--- src/rtl/dtp_pkg.sv ---
// shared constants and carrier types for the dual 8-bit timer pair
// assumes: one 10 MHz clock, AXI4-Lite register access, external prescaler
package dtp_pkg;

  // ---------------------------------------------------------------
  // bus geometry
  // ---------------------------------------------------------------
  localparam int unsigned ADDR_W = 8;
  localparam int unsigned DATA_W = 32;
  localparam int unsigned TW = 8;
  localparam int unsigned IDX_W = 6;

  // register indexes; byte address is four times the index
  localparam logic [IDX_W-1:0] IDX_RUN = 6'h20;
  localparam logic [IDX_W-1:0] IDX_TOGGLE = 6'h24;
  localparam logic [IDX_W-1:0] IDX_LCMP = 6'h26;
  localparam logic [IDX_W-1:0] IDX_UCMP = 6'h27;
  localparam logic [IDX_W-1:0] IDX_MODE = 6'h28;
  localparam logic [IDX_W-1:0] IDX_BUF = 6'h29;
  localparam logic [IDX_W-1:0] IDX_STAT = 6'h2A;

  // ---------------------------------------------------------------
  // field positions
  // ---------------------------------------------------------------
  localparam int unsigned MODE_LSB = 6;
  localparam int unsigned PWM_LSB = 4;
  localparam int unsigned UCLK_LSB = 2;
  localparam int unsigned LCLK_LSB = 0;
  localparam int unsigned RUN_LOWER_BIT = 2;
  localparam int unsigned RUN_UPPER_BIT = 3;
  localparam int unsigned BUF_EN_BIT = 1;
  localparam int unsigned TOG_CMD_LSB = 0;
  localparam int unsigned TOG_SEL_BIT = 2;
  localparam int unsigned TOG_EN_BIT = 3;
  localparam int unsigned STAT_UCNT_LSB = 8;
  localparam int unsigned STAT_TFF_BIT = 16;
  localparam int unsigned STAT_HOLD_BIT = 17;

  // ---------------------------------------------------------------
  // encodings
  // ---------------------------------------------------------------
  typedef enum logic [1:0] {
    MODE_TWO8 = 2'b00,
    MODE_CASC16 = 2'b01,
    MODE_PPG = 2'b10,
    MODE_PWM = 2'b11
  } dtp_mode_e;

  localparam logic [1:0] LCLK_FINE = 2'b01;
  localparam logic [1:0] LCLK_QUARTER = 2'b10;
  localparam logic [1:0] LCLK_SIXTEENTH = 2'b11;
  localparam logic [1:0] UCLK_MATCH = 2'b00;
  localparam logic [1:0] UCLK_FINE = 2'b01;
  localparam logic [1:0] UCLK_SIXTEENTH = 2'b10;
  localparam logic [1:0] PWM_CODE_N6 = 2'b01;
  localparam logic [1:0] PWM_CODE_N7 = 2'b10;
  localparam logic [TW-1:0] PWM_TOP_N6 = 8'h3F;
  localparam logic [TW-1:0] PWM_TOP_N7 = 8'h7F;
  localparam logic [TW-1:0] PWM_TOP_N8 = 8'hFF;
  localparam logic [1:0] TCMD_INVERT = 2'b00;
  localparam logic [1:0] TCMD_CLEAR = 2'b01;
  localparam logic [1:0] TCMD_SET = 2'b10;
  localparam logic [1:0] RESP_OKAY = 2'b00;
  localparam logic [1:0] RESP_SLVERR = 2'b10;
  localparam logic [TW-1:0] MODE_RST = 8'h00;
  localparam logic [TW-1:0] CMP_RST = 8'h00;

  // ---------------------------------------------------------------
  // carriers
  // ---------------------------------------------------------------
  typedef struct packed {
    logic [ADDR_W-1:0] awaddr;
    logic [2:0] awprot;
    logic awvalid;
    logic [DATA_W-1:0] wdata;
    logic [3:0] wstrb;
    logic wvalid;
    logic bready;
    logic [ADDR_W-1:0] araddr;
    logic [2:0] arprot;
    logic arvalid;
    logic rready;
  } dtp_axi_req_s;

  typedef struct packed {
    logic awready;
    logic wready;
    logic bvalid;
    logic [1:0] bresp;
    logic arready;
    logic rvalid;
    logic [DATA_W-1:0] rdata;
    logic [1:0] rresp;
  } dtp_axi_rsp_s;

  typedef struct packed {
    logic fine;
    logic quarter;
    logic sixteenth;
    logic coarse;
  } dtp_taps_s;

  typedef struct packed {
    dtp_axi_rsp_s rsp;
    logic aw_got;
    logic w_got;
    logic [IDX_W-1:0] widx;
    logic [TW-1:0] wbyte;
    logic wlane;
    logic [TW-1:0] mode_reg;
    logic buf_en;
    logic run_lower;
    logic run_upper;
    logic tog_sel;
    logic tog_en;
    logic [TW-1:0] lcmp;
    logic [TW-1:0] ucmp;
    logic [TW-1:0] lbuf;
    logic cmp_hold;
    logic tff;
    logic irq_lower;
    logic irq_upper;
  } dtp_state_s;

endpackage : dtp_pkg

--- src/rtl/dtp_up_counter.sv ---
// one up counter of the timer pair, advancing on a one-cycle tick
// assumes: tick, run and clear come from logic on the same clock
`timescale 1ns/10ps
module dtp_up_counter #(
  parameter int unsigned W = 8
) (
  // clock and reset
  input wire logic aclk,
  input wire logic aresetn,
  // control
  input wire logic run,
  input wire logic tick,
  input wire logic clear,
  // state
  output logic [W-1:0] count_ff
);

  if (W < 2) begin : g_bad_width
    $error("dtp_up_counter: width must be at least 2");
  end

  logic [W-1:0] nxt_count;

  // ---------------------------------------------------------------
  // next count
  // ---------------------------------------------------------------
  always_comb begin
    nxt_count = count_ff;
    if (!run || clear) begin
      nxt_count = '0;
    end else if (tick) begin
      nxt_count = W'(count_ff + 1'b1);
    end
  end

  always_ff @(posedge aclk) begin
    if (!aresetn) begin
      count_ff <= '0;
    end else begin
      count_ff <= nxt_count;
    end
  end

endmodule : dtp_up_counter

--- src/rtl/dtp_timer_pair.sv ---
// dual 8-bit timer pair: interval, cascaded 16-bit, pulse and PWM modes
// assumes: AXI4-Lite master on aclk, prescaler taps are one-cycle pulses
// on aclk, pin sharing with the port bit is done outside this block
//
// How it works
// RL1: mode field picks two 8-bit, cascaded 16-bit, pulse or PWM mode.
// RL2: PWM period code 01/10/11 gives 63, 127 or 255 lower ticks.
// RL3: lower clock from fine/quarter/sixteenth taps; upper from lower match, fine, sixteenth or coarse.
// RL4: cascaded mode steps upper counter on lower overflow, ignoring select.
// RL5: lower compare write holds comparator until upper compare is written.
// RL6: cascaded lower match neither clears lower counter nor interrupts.
// RL7: cascaded joint match clears both, upper interrupt, optional toggle.
// RL8: pulse mode toggles output at lower and upper compare matches.
// RL9: software keeps lower compare below upper compare in pulse mode.
// RL10: software sets upper run bit in pulse mode.
// RL11: pulse mode with buffer loads lower compare at period match.
// RL12: PWM toggles at compare and at 2^n-1, clearing lower counter there.
// RL13: software keeps PWM compare nonzero and below 2^n-1.
// RL14: PWM with buffer loads lower compare at the 2^n-1 point.
// RL15: PWM uses only lower timer; upper stays an interval timer.
// RL16: pulse and PWM waveforms drive the toggle output pin.
// RL17: buffer enable bit resets to 0; its lowest bit reads zero.
// RL18: toggle command field always reads back as ones.
// RL19: two-8-bit mode runs each timer with its own periodic interrupt.
// RL20: toggle flop inverts on each selected match for square output.
// RL21: interval match clears counter, interrupts, optionally toggles.
// RL22: compare value zero matches on counter overflow.
// RL23: run bit counts when set, stops and clears when cleared.
// RL24: buffer off writes buffer and compare; buffer on writes buffer only.
// RL25: counters step once per selected tick, all on the system clock.
`timescale 1ns/10ps
module dtp_timer_pair (
  // clock and reset
  input wire logic aclk,
  input wire logic aresetn,
  // register bus
  input wire dtp_pkg::dtp_axi_req_s axi_req,
  output dtp_pkg::dtp_axi_rsp_s axi_rsp,
  // prescaler taps
  input wire dtp_pkg::dtp_taps_s taps,
  // timer outputs
  output logic toggle_output_pin,
  output logic lower_match_irq,
  output logic upper_match_irq
);

  dtp_pkg::dtp_state_s s_ff;
  dtp_pkg::dtp_state_s nxt_s;

  logic [dtp_pkg::TW-1:0] lower_up_counter;
  logic [dtp_pkg::TW-1:0] upper_up_counter;
  logic [dtp_pkg::TW-1:0] lower_nxt;
  logic [dtp_pkg::TW-1:0] upper_nxt;
  logic [dtp_pkg::TW-1:0] pwm_top;
  logic [1:0] lower_clock_select;
  logic [1:0] upper_clock_select;
  logic [1:0] pwm_cycle_select;
  dtp_pkg::dtp_mode_e pair_mode_field;
  logic lower_tick;
  logic upper_tick;
  logic lower_hit;
  logic lower_at_upper;
  logic pwm_wrap;
  logic lower_ovf;
  logic upper_hit;
  logic joint_hit;
  logic lower_clear;
  logic upper_clear;
  logic lower_irq_ev;
  logic upper_irq_ev;
  logic invert_ev;
  logic buf_load;
  logic do_write;
  logic [dtp_pkg::IDX_W-1:0] ridx;
  logic [dtp_pkg::DATA_W-1:0] rd_word;
  logic rd_ok;

  // ---------------------------------------------------------------
  // counters
  // ---------------------------------------------------------------
  dtp_up_counter #(.W(dtp_pkg::TW)) u_lower (
    .aclk(aclk),
    .aresetn(aresetn),
    .run(s_ff.run_lower),
    .tick(lower_tick),
    .clear(lower_clear),
    .count_ff(lower_up_counter)
  );

  dtp_up_counter #(.W(dtp_pkg::TW)) u_upper (
    .aclk(aclk),
    .aresetn(aresetn),
    .run(s_ff.run_upper),
    .tick(upper_tick),
    .clear(upper_clear),
    .count_ff(upper_up_counter)
  );

  // ---------------------------------------------------------------
  // clock selection and comparators
  // ---------------------------------------------------------------
  always_comb begin
    pair_mode_field = dtp_pkg::dtp_mode_e'(
      s_ff.mode_reg[dtp_pkg::MODE_LSB +: 2]);                       // [RL1]
    pwm_cycle_select = s_ff.mode_reg[dtp_pkg::PWM_LSB +: 2];
    upper_clock_select = s_ff.mode_reg[dtp_pkg::UCLK_LSB +: 2];
    lower_clock_select = s_ff.mode_reg[dtp_pkg::LCLK_LSB +: 2];
    // code 00 of the lower select gives no tick at all
    case (lower_clock_select)
      dtp_pkg::LCLK_FINE: lower_tick = taps.fine;                   // [RL3]
      dtp_pkg::LCLK_QUARTER: lower_tick = taps.quarter;
      dtp_pkg::LCLK_SIXTEENTH: lower_tick = taps.sixteenth;
      default: lower_tick = 1'b0;
    endcase
    // a stopped timer must not match on its held zero count
    lower_tick = lower_tick && s_ff.run_lower;                      // [RL23]
    case (pwm_cycle_select)
      dtp_pkg::PWM_CODE_N6: pwm_top = dtp_pkg::PWM_TOP_N6;          // [RL2]
      dtp_pkg::PWM_CODE_N7: pwm_top = dtp_pkg::PWM_TOP_N7;
      default: pwm_top = dtp_pkg::PWM_TOP_N8;
    endcase
    // matching on the incremented value makes a zero compare hit at wrap
    lower_nxt = dtp_pkg::TW'(lower_up_counter + 1'b1);              // [RL25]
    lower_hit = lower_tick && (lower_nxt == s_ff.lcmp);             // [RL22]
    lower_at_upper = lower_tick && (lower_nxt == s_ff.ucmp);
    pwm_wrap = lower_tick && (lower_nxt == pwm_top);
    lower_ovf = lower_tick && (lower_up_counter == dtp_pkg::PWM_TOP_N8);
    joint_hit = lower_hit && (upper_up_counter == s_ff.ucmp)
                && !s_ff.cmp_hold;                                  // [RL5]
    if (pair_mode_field == dtp_pkg::MODE_CASC16) begin
      upper_tick = lower_ovf;                                       // [RL4]
    end else begin
      case (upper_clock_select)
        dtp_pkg::UCLK_MATCH: upper_tick = lower_hit;                // [RL3]
        dtp_pkg::UCLK_FINE: upper_tick = taps.fine;
        dtp_pkg::UCLK_SIXTEENTH: upper_tick = taps.sixteenth;
        default: upper_tick = taps.coarse;
      endcase
    end
    upper_tick = upper_tick && s_ff.run_upper;                      // [RL23]
    upper_nxt = dtp_pkg::TW'(upper_up_counter + 1'b1);
    upper_hit = upper_tick && (upper_nxt == s_ff.ucmp);
  end

  // ---------------------------------------------------------------
  // per-mode event routing
  // ---------------------------------------------------------------
  always_comb begin
    lower_clear = 1'b0;
    upper_clear = 1'b0;
    lower_irq_ev = 1'b0;
    upper_irq_ev = 1'b0;
    invert_ev = 1'b0;
    buf_load = 1'b0;
    case (pair_mode_field)
      dtp_pkg::MODE_TWO8: begin
        lower_clear = lower_hit;                                    // [RL21]
        lower_irq_ev = lower_hit;                                   // [RL19]
        upper_clear = upper_hit;
        upper_irq_ev = upper_hit;
        invert_ev = s_ff.tog_en
                    && (s_ff.tog_sel ? upper_hit : lower_hit);      // [RL20]
      end
      dtp_pkg::MODE_CASC16: begin
        // a lone lower match clears nothing and raises nothing
        lower_clear = joint_hit;                                    // [RL6]
        upper_clear = joint_hit;                                    // [RL7]
        upper_irq_ev = joint_hit;
        invert_ev = s_ff.tog_en && joint_hit;
      end
      dtp_pkg::MODE_PPG: begin
        // upper counter is unused here and held at zero
        lower_clear = lower_at_upper;
        lower_irq_ev = lower_at_upper;
        upper_clear = 1'b1;
        invert_ev = s_ff.tog_en && (lower_hit || lower_at_upper);  // [RL8]
        buf_load = s_ff.buf_en && lower_at_upper;                   // [RL11]
      end
      dtp_pkg::MODE_PWM: begin
        lower_clear = pwm_wrap;                                     // [RL12]
        lower_irq_ev = pwm_wrap;
        invert_ev = s_ff.tog_en && (lower_hit || pwm_wrap);
        buf_load = s_ff.buf_en && pwm_wrap;                         // [RL14]
        upper_clear = upper_hit;                                    // [RL15]
        upper_irq_ev = upper_hit;
      end
      default: begin
        lower_clear = 1'b1;
        upper_clear = 1'b1;
      end
    endcase
  end

  // ---------------------------------------------------------------
  // register read mux
  // ---------------------------------------------------------------
  always_comb begin
    ridx = axi_req.araddr[dtp_pkg::ADDR_W-1:2];
    rd_word = '0;
    rd_ok = 1'b1;
    case (ridx)
      dtp_pkg::IDX_RUN: begin
        rd_word[dtp_pkg::RUN_LOWER_BIT] = s_ff.run_lower;
        rd_word[dtp_pkg::RUN_UPPER_BIT] = s_ff.run_upper;
      end
      dtp_pkg::IDX_TOGGLE: begin
        rd_word[dtp_pkg::TOG_CMD_LSB +: 2] = 2'b11;                 // [RL18]
        rd_word[dtp_pkg::TOG_SEL_BIT] = s_ff.tog_sel;
        rd_word[dtp_pkg::TOG_EN_BIT] = s_ff.tog_en;
      end
      dtp_pkg::IDX_LCMP: rd_word = '0;
      dtp_pkg::IDX_UCMP: rd_word = '0;
      dtp_pkg::IDX_MODE: rd_word[dtp_pkg::TW-1:0] = s_ff.mode_reg;
      dtp_pkg::IDX_BUF: rd_word[dtp_pkg::BUF_EN_BIT] = s_ff.buf_en; // [RL17]
      dtp_pkg::IDX_STAT: begin
        rd_word[dtp_pkg::TW-1:0] = lower_up_counter;
        rd_word[dtp_pkg::STAT_UCNT_LSB +: dtp_pkg::TW] = upper_up_counter;
        rd_word[dtp_pkg::STAT_TFF_BIT] = s_ff.tff;
        rd_word[dtp_pkg::STAT_HOLD_BIT] = s_ff.cmp_hold;
      end
      default: rd_ok = 1'b0;
    endcase
  end

  // ---------------------------------------------------------------
  // bus slave and register state
  // ---------------------------------------------------------------
  always_comb begin
    nxt_s = s_ff;
    do_write = s_ff.aw_got && s_ff.w_got && !s_ff.rsp.bvalid;
    // address and data may come in either order
    if (s_ff.rsp.awready && axi_req.awvalid) begin
      nxt_s.aw_got = 1'b1;
      nxt_s.widx = axi_req.awaddr[dtp_pkg::ADDR_W-1:2];
    end
    if (s_ff.rsp.wready && axi_req.wvalid) begin
      nxt_s.w_got = 1'b1;
      nxt_s.wbyte = axi_req.wdata[dtp_pkg::TW-1:0];
      nxt_s.wlane = axi_req.wstrb[0];
    end
    if (s_ff.rsp.bvalid && axi_req.bready) begin
      nxt_s.rsp.bvalid = 1'b0;
    end
    // hardware events first so a software write in the same cycle wins
    if (buf_load) begin
      nxt_s.lcmp = s_ff.lbuf;
    end
    if (invert_ev) begin
      nxt_s.tff = !s_ff.tff;                                        // [RL16]
    end
    nxt_s.irq_lower = lower_irq_ev;
    nxt_s.irq_upper = upper_irq_ev;
    if (do_write) begin
      nxt_s.aw_got = 1'b0;
      nxt_s.w_got = 1'b0;
      nxt_s.rsp.bvalid = 1'b1;
      nxt_s.rsp.bresp = dtp_pkg::RESP_OKAY;
      case (s_ff.widx)
        dtp_pkg::IDX_RUN: begin
          if (s_ff.wlane) begin
            nxt_s.run_lower = s_ff.wbyte[dtp_pkg::RUN_LOWER_BIT];   // [RL23]
            nxt_s.run_upper = s_ff.wbyte[dtp_pkg::RUN_UPPER_BIT];
          end
        end
        dtp_pkg::IDX_TOGGLE: begin
          if (s_ff.wlane) begin
            nxt_s.tog_sel = s_ff.wbyte[dtp_pkg::TOG_SEL_BIT];
            nxt_s.tog_en = s_ff.wbyte[dtp_pkg::TOG_EN_BIT];
            case (s_ff.wbyte[dtp_pkg::TOG_CMD_LSB +: 2])
              dtp_pkg::TCMD_INVERT: nxt_s.tff = !s_ff.tff;
              dtp_pkg::TCMD_CLEAR: nxt_s.tff = 1'b0;
              dtp_pkg::TCMD_SET: nxt_s.tff = 1'b1;
              default: nxt_s.tff = nxt_s.tff;
            endcase
          end
        end
        dtp_pkg::IDX_LCMP: begin
          if (s_ff.wlane) begin
            nxt_s.lbuf = s_ff.wbyte;                                // [RL24]
            if (!s_ff.buf_en) begin
              nxt_s.lcmp = s_ff.wbyte;
            end
            nxt_s.cmp_hold = 1'b1;                                  // [RL5]
          end
        end
        dtp_pkg::IDX_UCMP: begin
          if (s_ff.wlane) begin
            nxt_s.ucmp = s_ff.wbyte;
            nxt_s.cmp_hold = 1'b0;
          end
        end
        dtp_pkg::IDX_MODE: begin
          if (s_ff.wlane) begin
            nxt_s.mode_reg = s_ff.wbyte;
          end
        end
        dtp_pkg::IDX_BUF: begin
          if (s_ff.wlane) begin
            nxt_s.buf_en = s_ff.wbyte[dtp_pkg::BUF_EN_BIT];         // [RL17]
          end
        end
        dtp_pkg::IDX_STAT: nxt_s.rsp.bresp = dtp_pkg::RESP_OKAY;
        default: nxt_s.rsp.bresp = dtp_pkg::RESP_SLVERR;
      endcase
    end
    nxt_s.rsp.awready = !nxt_s.aw_got && !nxt_s.rsp.bvalid;
    nxt_s.rsp.wready = !nxt_s.w_got && !nxt_s.rsp.bvalid;
    // one read at a time: the answer is registered from the mux
    if (s_ff.rsp.rvalid && axi_req.rready) begin
      nxt_s.rsp.rvalid = 1'b0;
    end
    if (s_ff.rsp.arready && axi_req.arvalid) begin
      nxt_s.rsp.rvalid = 1'b1;
      nxt_s.rsp.rdata = rd_word;
      nxt_s.rsp.rresp = rd_ok ? dtp_pkg::RESP_OKAY : dtp_pkg::RESP_SLVERR;
    end
    nxt_s.rsp.arready = !nxt_s.rsp.rvalid;
  end

  // reset leaves every ready low for one cycle, so nothing is taken early
  always_ff @(posedge aclk) begin
    if (!aresetn) begin
      s_ff <= '0;                                                   // [RL23]
      s_ff.mode_reg <= dtp_pkg::MODE_RST;
      s_ff.lcmp <= dtp_pkg::CMP_RST;
      s_ff.ucmp <= dtp_pkg::CMP_RST;
      s_ff.lbuf <= dtp_pkg::CMP_RST;
    end else begin
      s_ff <= nxt_s;
    end
  end

  // ---------------------------------------------------------------
  // outputs
  // ---------------------------------------------------------------
  always_comb begin
    axi_rsp = s_ff.rsp;
    toggle_output_pin = s_ff.tff;                                   // [RL16]
    lower_match_irq = s_ff.irq_lower;
    upper_match_irq = s_ff.irq_upper;
  end

endmodule : dtp_timer_pair

--- config.mk ---
export PLATFORM = sky130hd
export DESIGN_NAME = dtp_timer_pair
export DESIGN_NICKNAME = d
export VERILOG_FILES = /design/src/rtl/dtp_pkg.sv /design/src/rtl/dtp_up_counter.sv /design/src/rtl/dtp_timer_pair.sv
export SDC_FILE = /design/constraint.sdc
export NUM_CORES = 1
export LEC_CHECK = 0
export BUFFER_PORTS_ARGS = -buffer_cell sky130_fd_sc_hd__buf_2
export CAP_MARGIN = 15
export CORE_MARGIN = 2
export CORE_UTILIZATION = 55
export DETAILED_ROUTE_END_ITERATION = 6
export PLACE_DENSITY = 0.8
export SLEW_MARGIN = 20
export SYNTH_ARGS = -nofsm -noshare
export SYNTH_HDL_FRONTEND = slang
export SYNTH_SLANG_ARGS = --single-unit
--- constraint.sdc ---
create_clock -name aclk -period 4.45 [get_ports aclk]
set_input_delay 0.2225 -clock aclk [delete_from_list [all_inputs] [get_ports aclk]]
set_output_delay 0.2225 -clock aclk [all_outputs]
set_load 0.005 [all_outputs]
==> report_table.html <==
<table>
<tr><th>Metric</th><th>Value</th></tr>
<tr><th colspan="2">Outcome</th></tr>
<tr><td>Result of the run</td><td>complete, no violations</td></tr>
<tr><th colspan="2">Global routing</th></tr>
<tr><td>Wire length of the first global-routing pass</td><td>about 20 mm</td></tr>
<tr><td>Vias in the first global route</td><td>about 4,000</td></tr>
<tr><td>Total routing resource utilization after global routing</td><td>0.240</td></tr>
<tr><td>Antenna violations before repair</td><td>0</td></tr>
<tr><td>Remaining Overflow, GRT</td><td>0</td></tr>
<tr><td>Largest net degree at the start of global routing</td><td>48</td></tr>
<tr><th colspan="2">Timing</th></tr>
<tr><td>Fmax</td><td>just over 300 MHz</td></tr>
<tr><td>Count of endpoints failing setup in the final report</td><td>0</td></tr>
<tr><td>Relative slew margins</td><td>0.361</td></tr>
<tr><td>Final clock skew</td><td>0.0127 ns</td></tr>
<tr><td>Final hold viol count</td><td>0</td></tr>
<tr><td>Final Critical Period</td><td>between 3 and 4 ns</td></tr>
<tr><td>Actual slew at the worst max-slew pin</td><td>roughly 0.96 ns</td></tr>
<tr><td>Setup total negative slack</td><td>0 ns</td></tr>
<tr><td>Share of the cycle needed by the critical path after routing</td><td>0.730</td></tr>
<tr><td>Max-slew violation count</td><td>0</td></tr>
<tr><td>Setup repair after global routing missed its margin</td><td>false</td></tr>
<tr><th colspan="2">Critical path</th></tr>
<tr><td>Data arrival time of the critical path</td><td>approximately 3.5 ns</td></tr>
<tr><td>Required arrival time at the worst endpoint</td><td>approximately 4.7 ns</td></tr>
<tr><td>Element type at the critical path end</td><td>flop</td></tr>
<tr><td>Highest net fanout along the worst path</td><td>8</td></tr>
<tr><td>WS Path Type</td><td>flop to flop</td></tr>
<tr><td>CP startpoint kind</td><td>flop</td></tr>
<tr><th colspan="2">Detailed routing</th></tr>
<tr><td>Overall via count from detail_route</td><td>between 4,000 and 5,000</td></tr>
<tr><td>Total length of routed wires</td><td>~12 mm</td></tr>
<tr><td>Post-DRT Antenna Nets</td><td>0</td></tr>
<tr><td>Drt pass-1 iters</td><td>5</td></tr>
<tr><td>Average wire per cell in the routed design</td><td>between 15 and 20 um</td></tr>
<tr><td>Via-per-instance ratio</td><td>between 5 and 6</td></tr>
<tr><td>Post-route DRC violation count</td><td>0</td></tr>
<tr><td>Number of DRC violations after detailed-routing iteration 0</td><td>between 300 and 400</td></tr>
<tr><th colspan="2">Logic synthesis</th></tr>
<tr><td>Syn. warnings</td><td>0</td></tr>
<tr><td>EDFF count, synth</td><td>0</td></tr>
<tr><td>Portion of the post-synthesis area used by sequential elements</td><td>0.368</td></tr>
<tr><td>Leading post-synthesis cells by cell area</td><td>sky130_fd_sc_hd__dfxtp_1 37%, sky130_fd_sc_hd__mux2i_1 8.2%, sky130_fd_sc_hd__buf_4 6.1%, sky130_fd_sc_hd__nor2_1 6.1%, sky130_fd_sc_hd__xnor2_1 4.2%</td></tr>
<tr><td>Number of distinct library cells after synthesis</td><td>between 60 and 70</td></tr>
<tr><td>Synthesis-stage register bit count</td><td>99</td></tr>
<tr><td>Library cell with the largest summed area after synthesis</td><td>sky130_fd_sc_hd__dfxtp_1</td></tr>
<tr><td>Post-synthesis instance area</td><td>5390 um^2</td></tr>
<tr><td>Async S/R FF share, synth</td><td>0</td></tr>
<tr><td>Dominant synthesized flop cell</td><td>sky130_fd_sc_hd__dfxtp_1</td></tr>
<tr><td>Most common library cells after synthesis</td><td>99 x sky130_fd_sc_hd__dfxtp_1, 87 x sky130_fd_sc_hd__nor2_1, 59 x sky130_fd_sc_hd__nand2_1</td></tr>
<tr><td>Cell with the most instances after synthesis</td><td>sky130_fd_sc_hd__dfxtp_1</td></tr>
<tr><td>Avg Synthesized Cell Area</td><td>8.45 um^2</td></tr>
<tr><td>Number of standard cells after synthesis</td><td>approximately 640</td></tr>
<tr><td>Top cell type's share of synthesized area</td><td>0.368</td></tr>
<tr><th colspan="2">Clock tree</th></tr>
<tr><td>TritonCTS clock tree</td><td>done</td></tr>
<tr><td>Number of buffers added for setup after CTS</td><td>0</td></tr>
<tr><td>Bufs on Longest Clock Path</td><td>2</td></tr>
<tr><td>Total of hold buffers inserted after clock tree synthesis</td><td>0</td></tr>
<tr><td>Clock tree root buffer cell</td><td>sky130_fd_sc_hd__clkbuf_8</td></tr>
<tr><td>Number of buffers inserted during clock tree synthesis</td><td>9</td></tr>
<tr><td>Worst-skew pair later-pin latency</td><td>0.37 ns</td></tr>
<tr><td># clock sinks</td><td>99</td></tr>
<tr><td>Clock transition at path regs</td><td>about 0.09 ns</td></tr>
<tr><td>Count of cells resized by post-cts repair</td><td>0</td></tr>
<tr><td>H-tree depth reported by CTS</td><td>3</td></tr>
<tr><th colspan="2">Floorplanning</th></tr>
<tr><td>Floorplan die area</td><td>~11,000 um^2</td></tr>
<tr><td>Die outline height</td><td>103 um</td></tr>
<tr><td>Width of the die</td><td>103 um</td></tr>
<tr><td>Number of top-level design ports</td><td>113</td></tr>
<tr><td>Core ar.</td><td>slightly below 10,000 um^2</td></tr>
<tr><td>Starting density of the core</td><td>0.559</td></tr>
<tr><td>Number of rows created at floorplan</td><td>36</td></tr>
<tr><th colspan="2">Pwr</th></tr>
<tr><td>Sequential cell fraction of total power</td><td>0.577</td></tr>
<tr><td>Relative contribution of combinational cells to total power</td><td>0.052</td></tr>
<tr><td>Net switching fraction of the power</td><td>0.241</td></tr>
<tr><td>Fraction of power consumed by the clock network</td><td>0.372</td></tr>
<tr><td>Leakage dissipation</td><td>~2.3 nW</td></tr>
<tr><td>Psw</td><td>approximately 0.00038 W</td></tr>
<tr><td>Internal power</td><td>around 0.0012 W</td></tr>
<tr><td>Worst vdd ir</td><td>0.177 mV</td></tr>
<tr><td>Power density over cell area</td><td>approximately 280 nW/um^2</td></tr>
<tr><th colspan="2">Final layout</th></tr>
<tr><td>Fraction of final layout cells sized beyond drive strength 1</td><td>0.150</td></tr>
<tr><td>Utilization after layout</td><td>0.587</td></tr>
<tr><td>Fill cell instance count of the final layout</td><td>~860</td></tr>
<tr><td>Ant diodes</td><td>0</td></tr>
<tr><td>Layout area overhead</td><td>4.94%</td></tr>
<tr><td>Nets</td><td>a little over 700</td></tr>
<tr><th colspan="2">Flow run</th></tr>
<tr><td>Reported max-cap violation count</td><td>0</td></tr>
<tr><th colspan="2">Placed design</th></tr>
<tr><td>HPWL after detailed placement</td><td>~9.0 mm</td></tr>
<tr><td>Number of buffer cells added on primary ports</td><td>59</td></tr>
<tr><td>Placer congestion estimate</td><td>0.933</td></tr>
<tr><th colspan="2">Worst hold path</th></tr>
<tr><td>Path class of the lowest-slack min-delay path</td><td>primary input to flop</td></tr>
</table>
==> worst max-delay path, stage by stage, from the launching register on <==
cell	delay, ns
sky130_fd_sc_hd__dfxtp_1	0.54
sky130_fd_sc_hd__ha_1	0.49
sky130_fd_sc_hd__nand3_4	0.16
sky130_fd_sc_hd__nor2_1	0.29
sky130_fd_sc_hd__xnor2_1	0.14
sky130_fd_sc_hd__or4_4	0.44
sky130_fd_sc_hd__o41ai_4	0.44
sky130_fd_sc_hd__o211ai_4	0.25
sky130_fd_sc_hd__mux2i_1	0.17
sky130_fd_sc_hd__a211oi_1	0.24
==> cells by family after synthesis <==
group,count (synthesis),synth area share
buf+inv,90,0.0986
simple gates,237,0.209
flops,99,0.368
mux,44,0.0817
compound gates,110,0.141
other cells,1,0.000696
xor+xnor,48,0.0805
fa+ha+maj,9,0.0209
==> power by group through the flow <==
stage	logic [W]	registers (W)	clock network (W)
floorplan	0.0000707	0.000930	0
finish	0.0000822	0.000917	0.000591
CTS	0.0000818	0.000916	0.000598
global route	0.0000927	0.000920	0.000637
global placement	0.0000784	0.000936	0
detailed placement	0.0000815	0.000937	0
==> per-layer routing <==
metal,up-vias,wire length (um),global-route usage
li1,2166,-,-
met3,26,638,0.0271
met2,138,5800,0.399
met5,-,0,0
met1,2095,5380,0.311
met4,0,376,0.113
==> worst paths after layout <==
kind                       start  endpoint  slack [ns]  cells past startpoint
max          u_lower.count_ff[0]  s_ff[27]        1.20                      9
min                  axi_req[26]  s_ff[49]        0.08                      3
max reg2reg  u_lower.count_ff[0]  s_ff[27]        1.20                      9
min reg2reg             s_ff[55]  s_ff[55]        0.46                      2
==> placed cells by master, fill, tap and decap left out, drive strengths merged, types with 17 or more instances in the layout <==
cell    count
a211oi     17
a21oi      36
buf        62
dfxtp      99
mux2i      44
nand2      59
nand3      21
nor2       87
nor3       21
xnor2      26
xor2       21
==> registers in the layout, indices dropped and copies added (netlist names) <==
register,cells
upper_match_irq,1
lower_clock_select,2
u_lower.count_ff,8
axi_rsp,25
pair_mode_field,2
s_ff,49
lower_match_irq,1
pwm_cycle_select,2
toggle_output_pin,1
u_upper.count_ff,8
==> stage by stage <==
step	setup slack [ns]	power, W	instances	instance area (um^2)	hold slack, ns
after floorplan	1.77	0.00100	653	5450	0.358
after global placement	1.31	0.00101	771	5460	0.440
after detailed placement	1.26	0.00102	771	5460	0.449
after CTS	1.22	0.00160	787	5660	0.0764
after global routing	0.986	0.00165	787	5660	0.0842
final	1.20	0.00159	787	5660	0.0831
==> area by class of cell <==
cell class / count / area, um^2 / share of cell area
clock inverter: 6 / 65.1 / 0.0115
tap: 133 / 166 / 0.0294
timing repair buffer: 62 / 318 / 0.0562
sequential: 99 / 1980 / 0.350
multi-input combinational: 464 / 2940 / 0.520
inverter: 13 / 48.8 / 0.00862
clock buffer: 10 / 138 / 0.0243
Note: power is estimated with default switching activity, not from simulation.
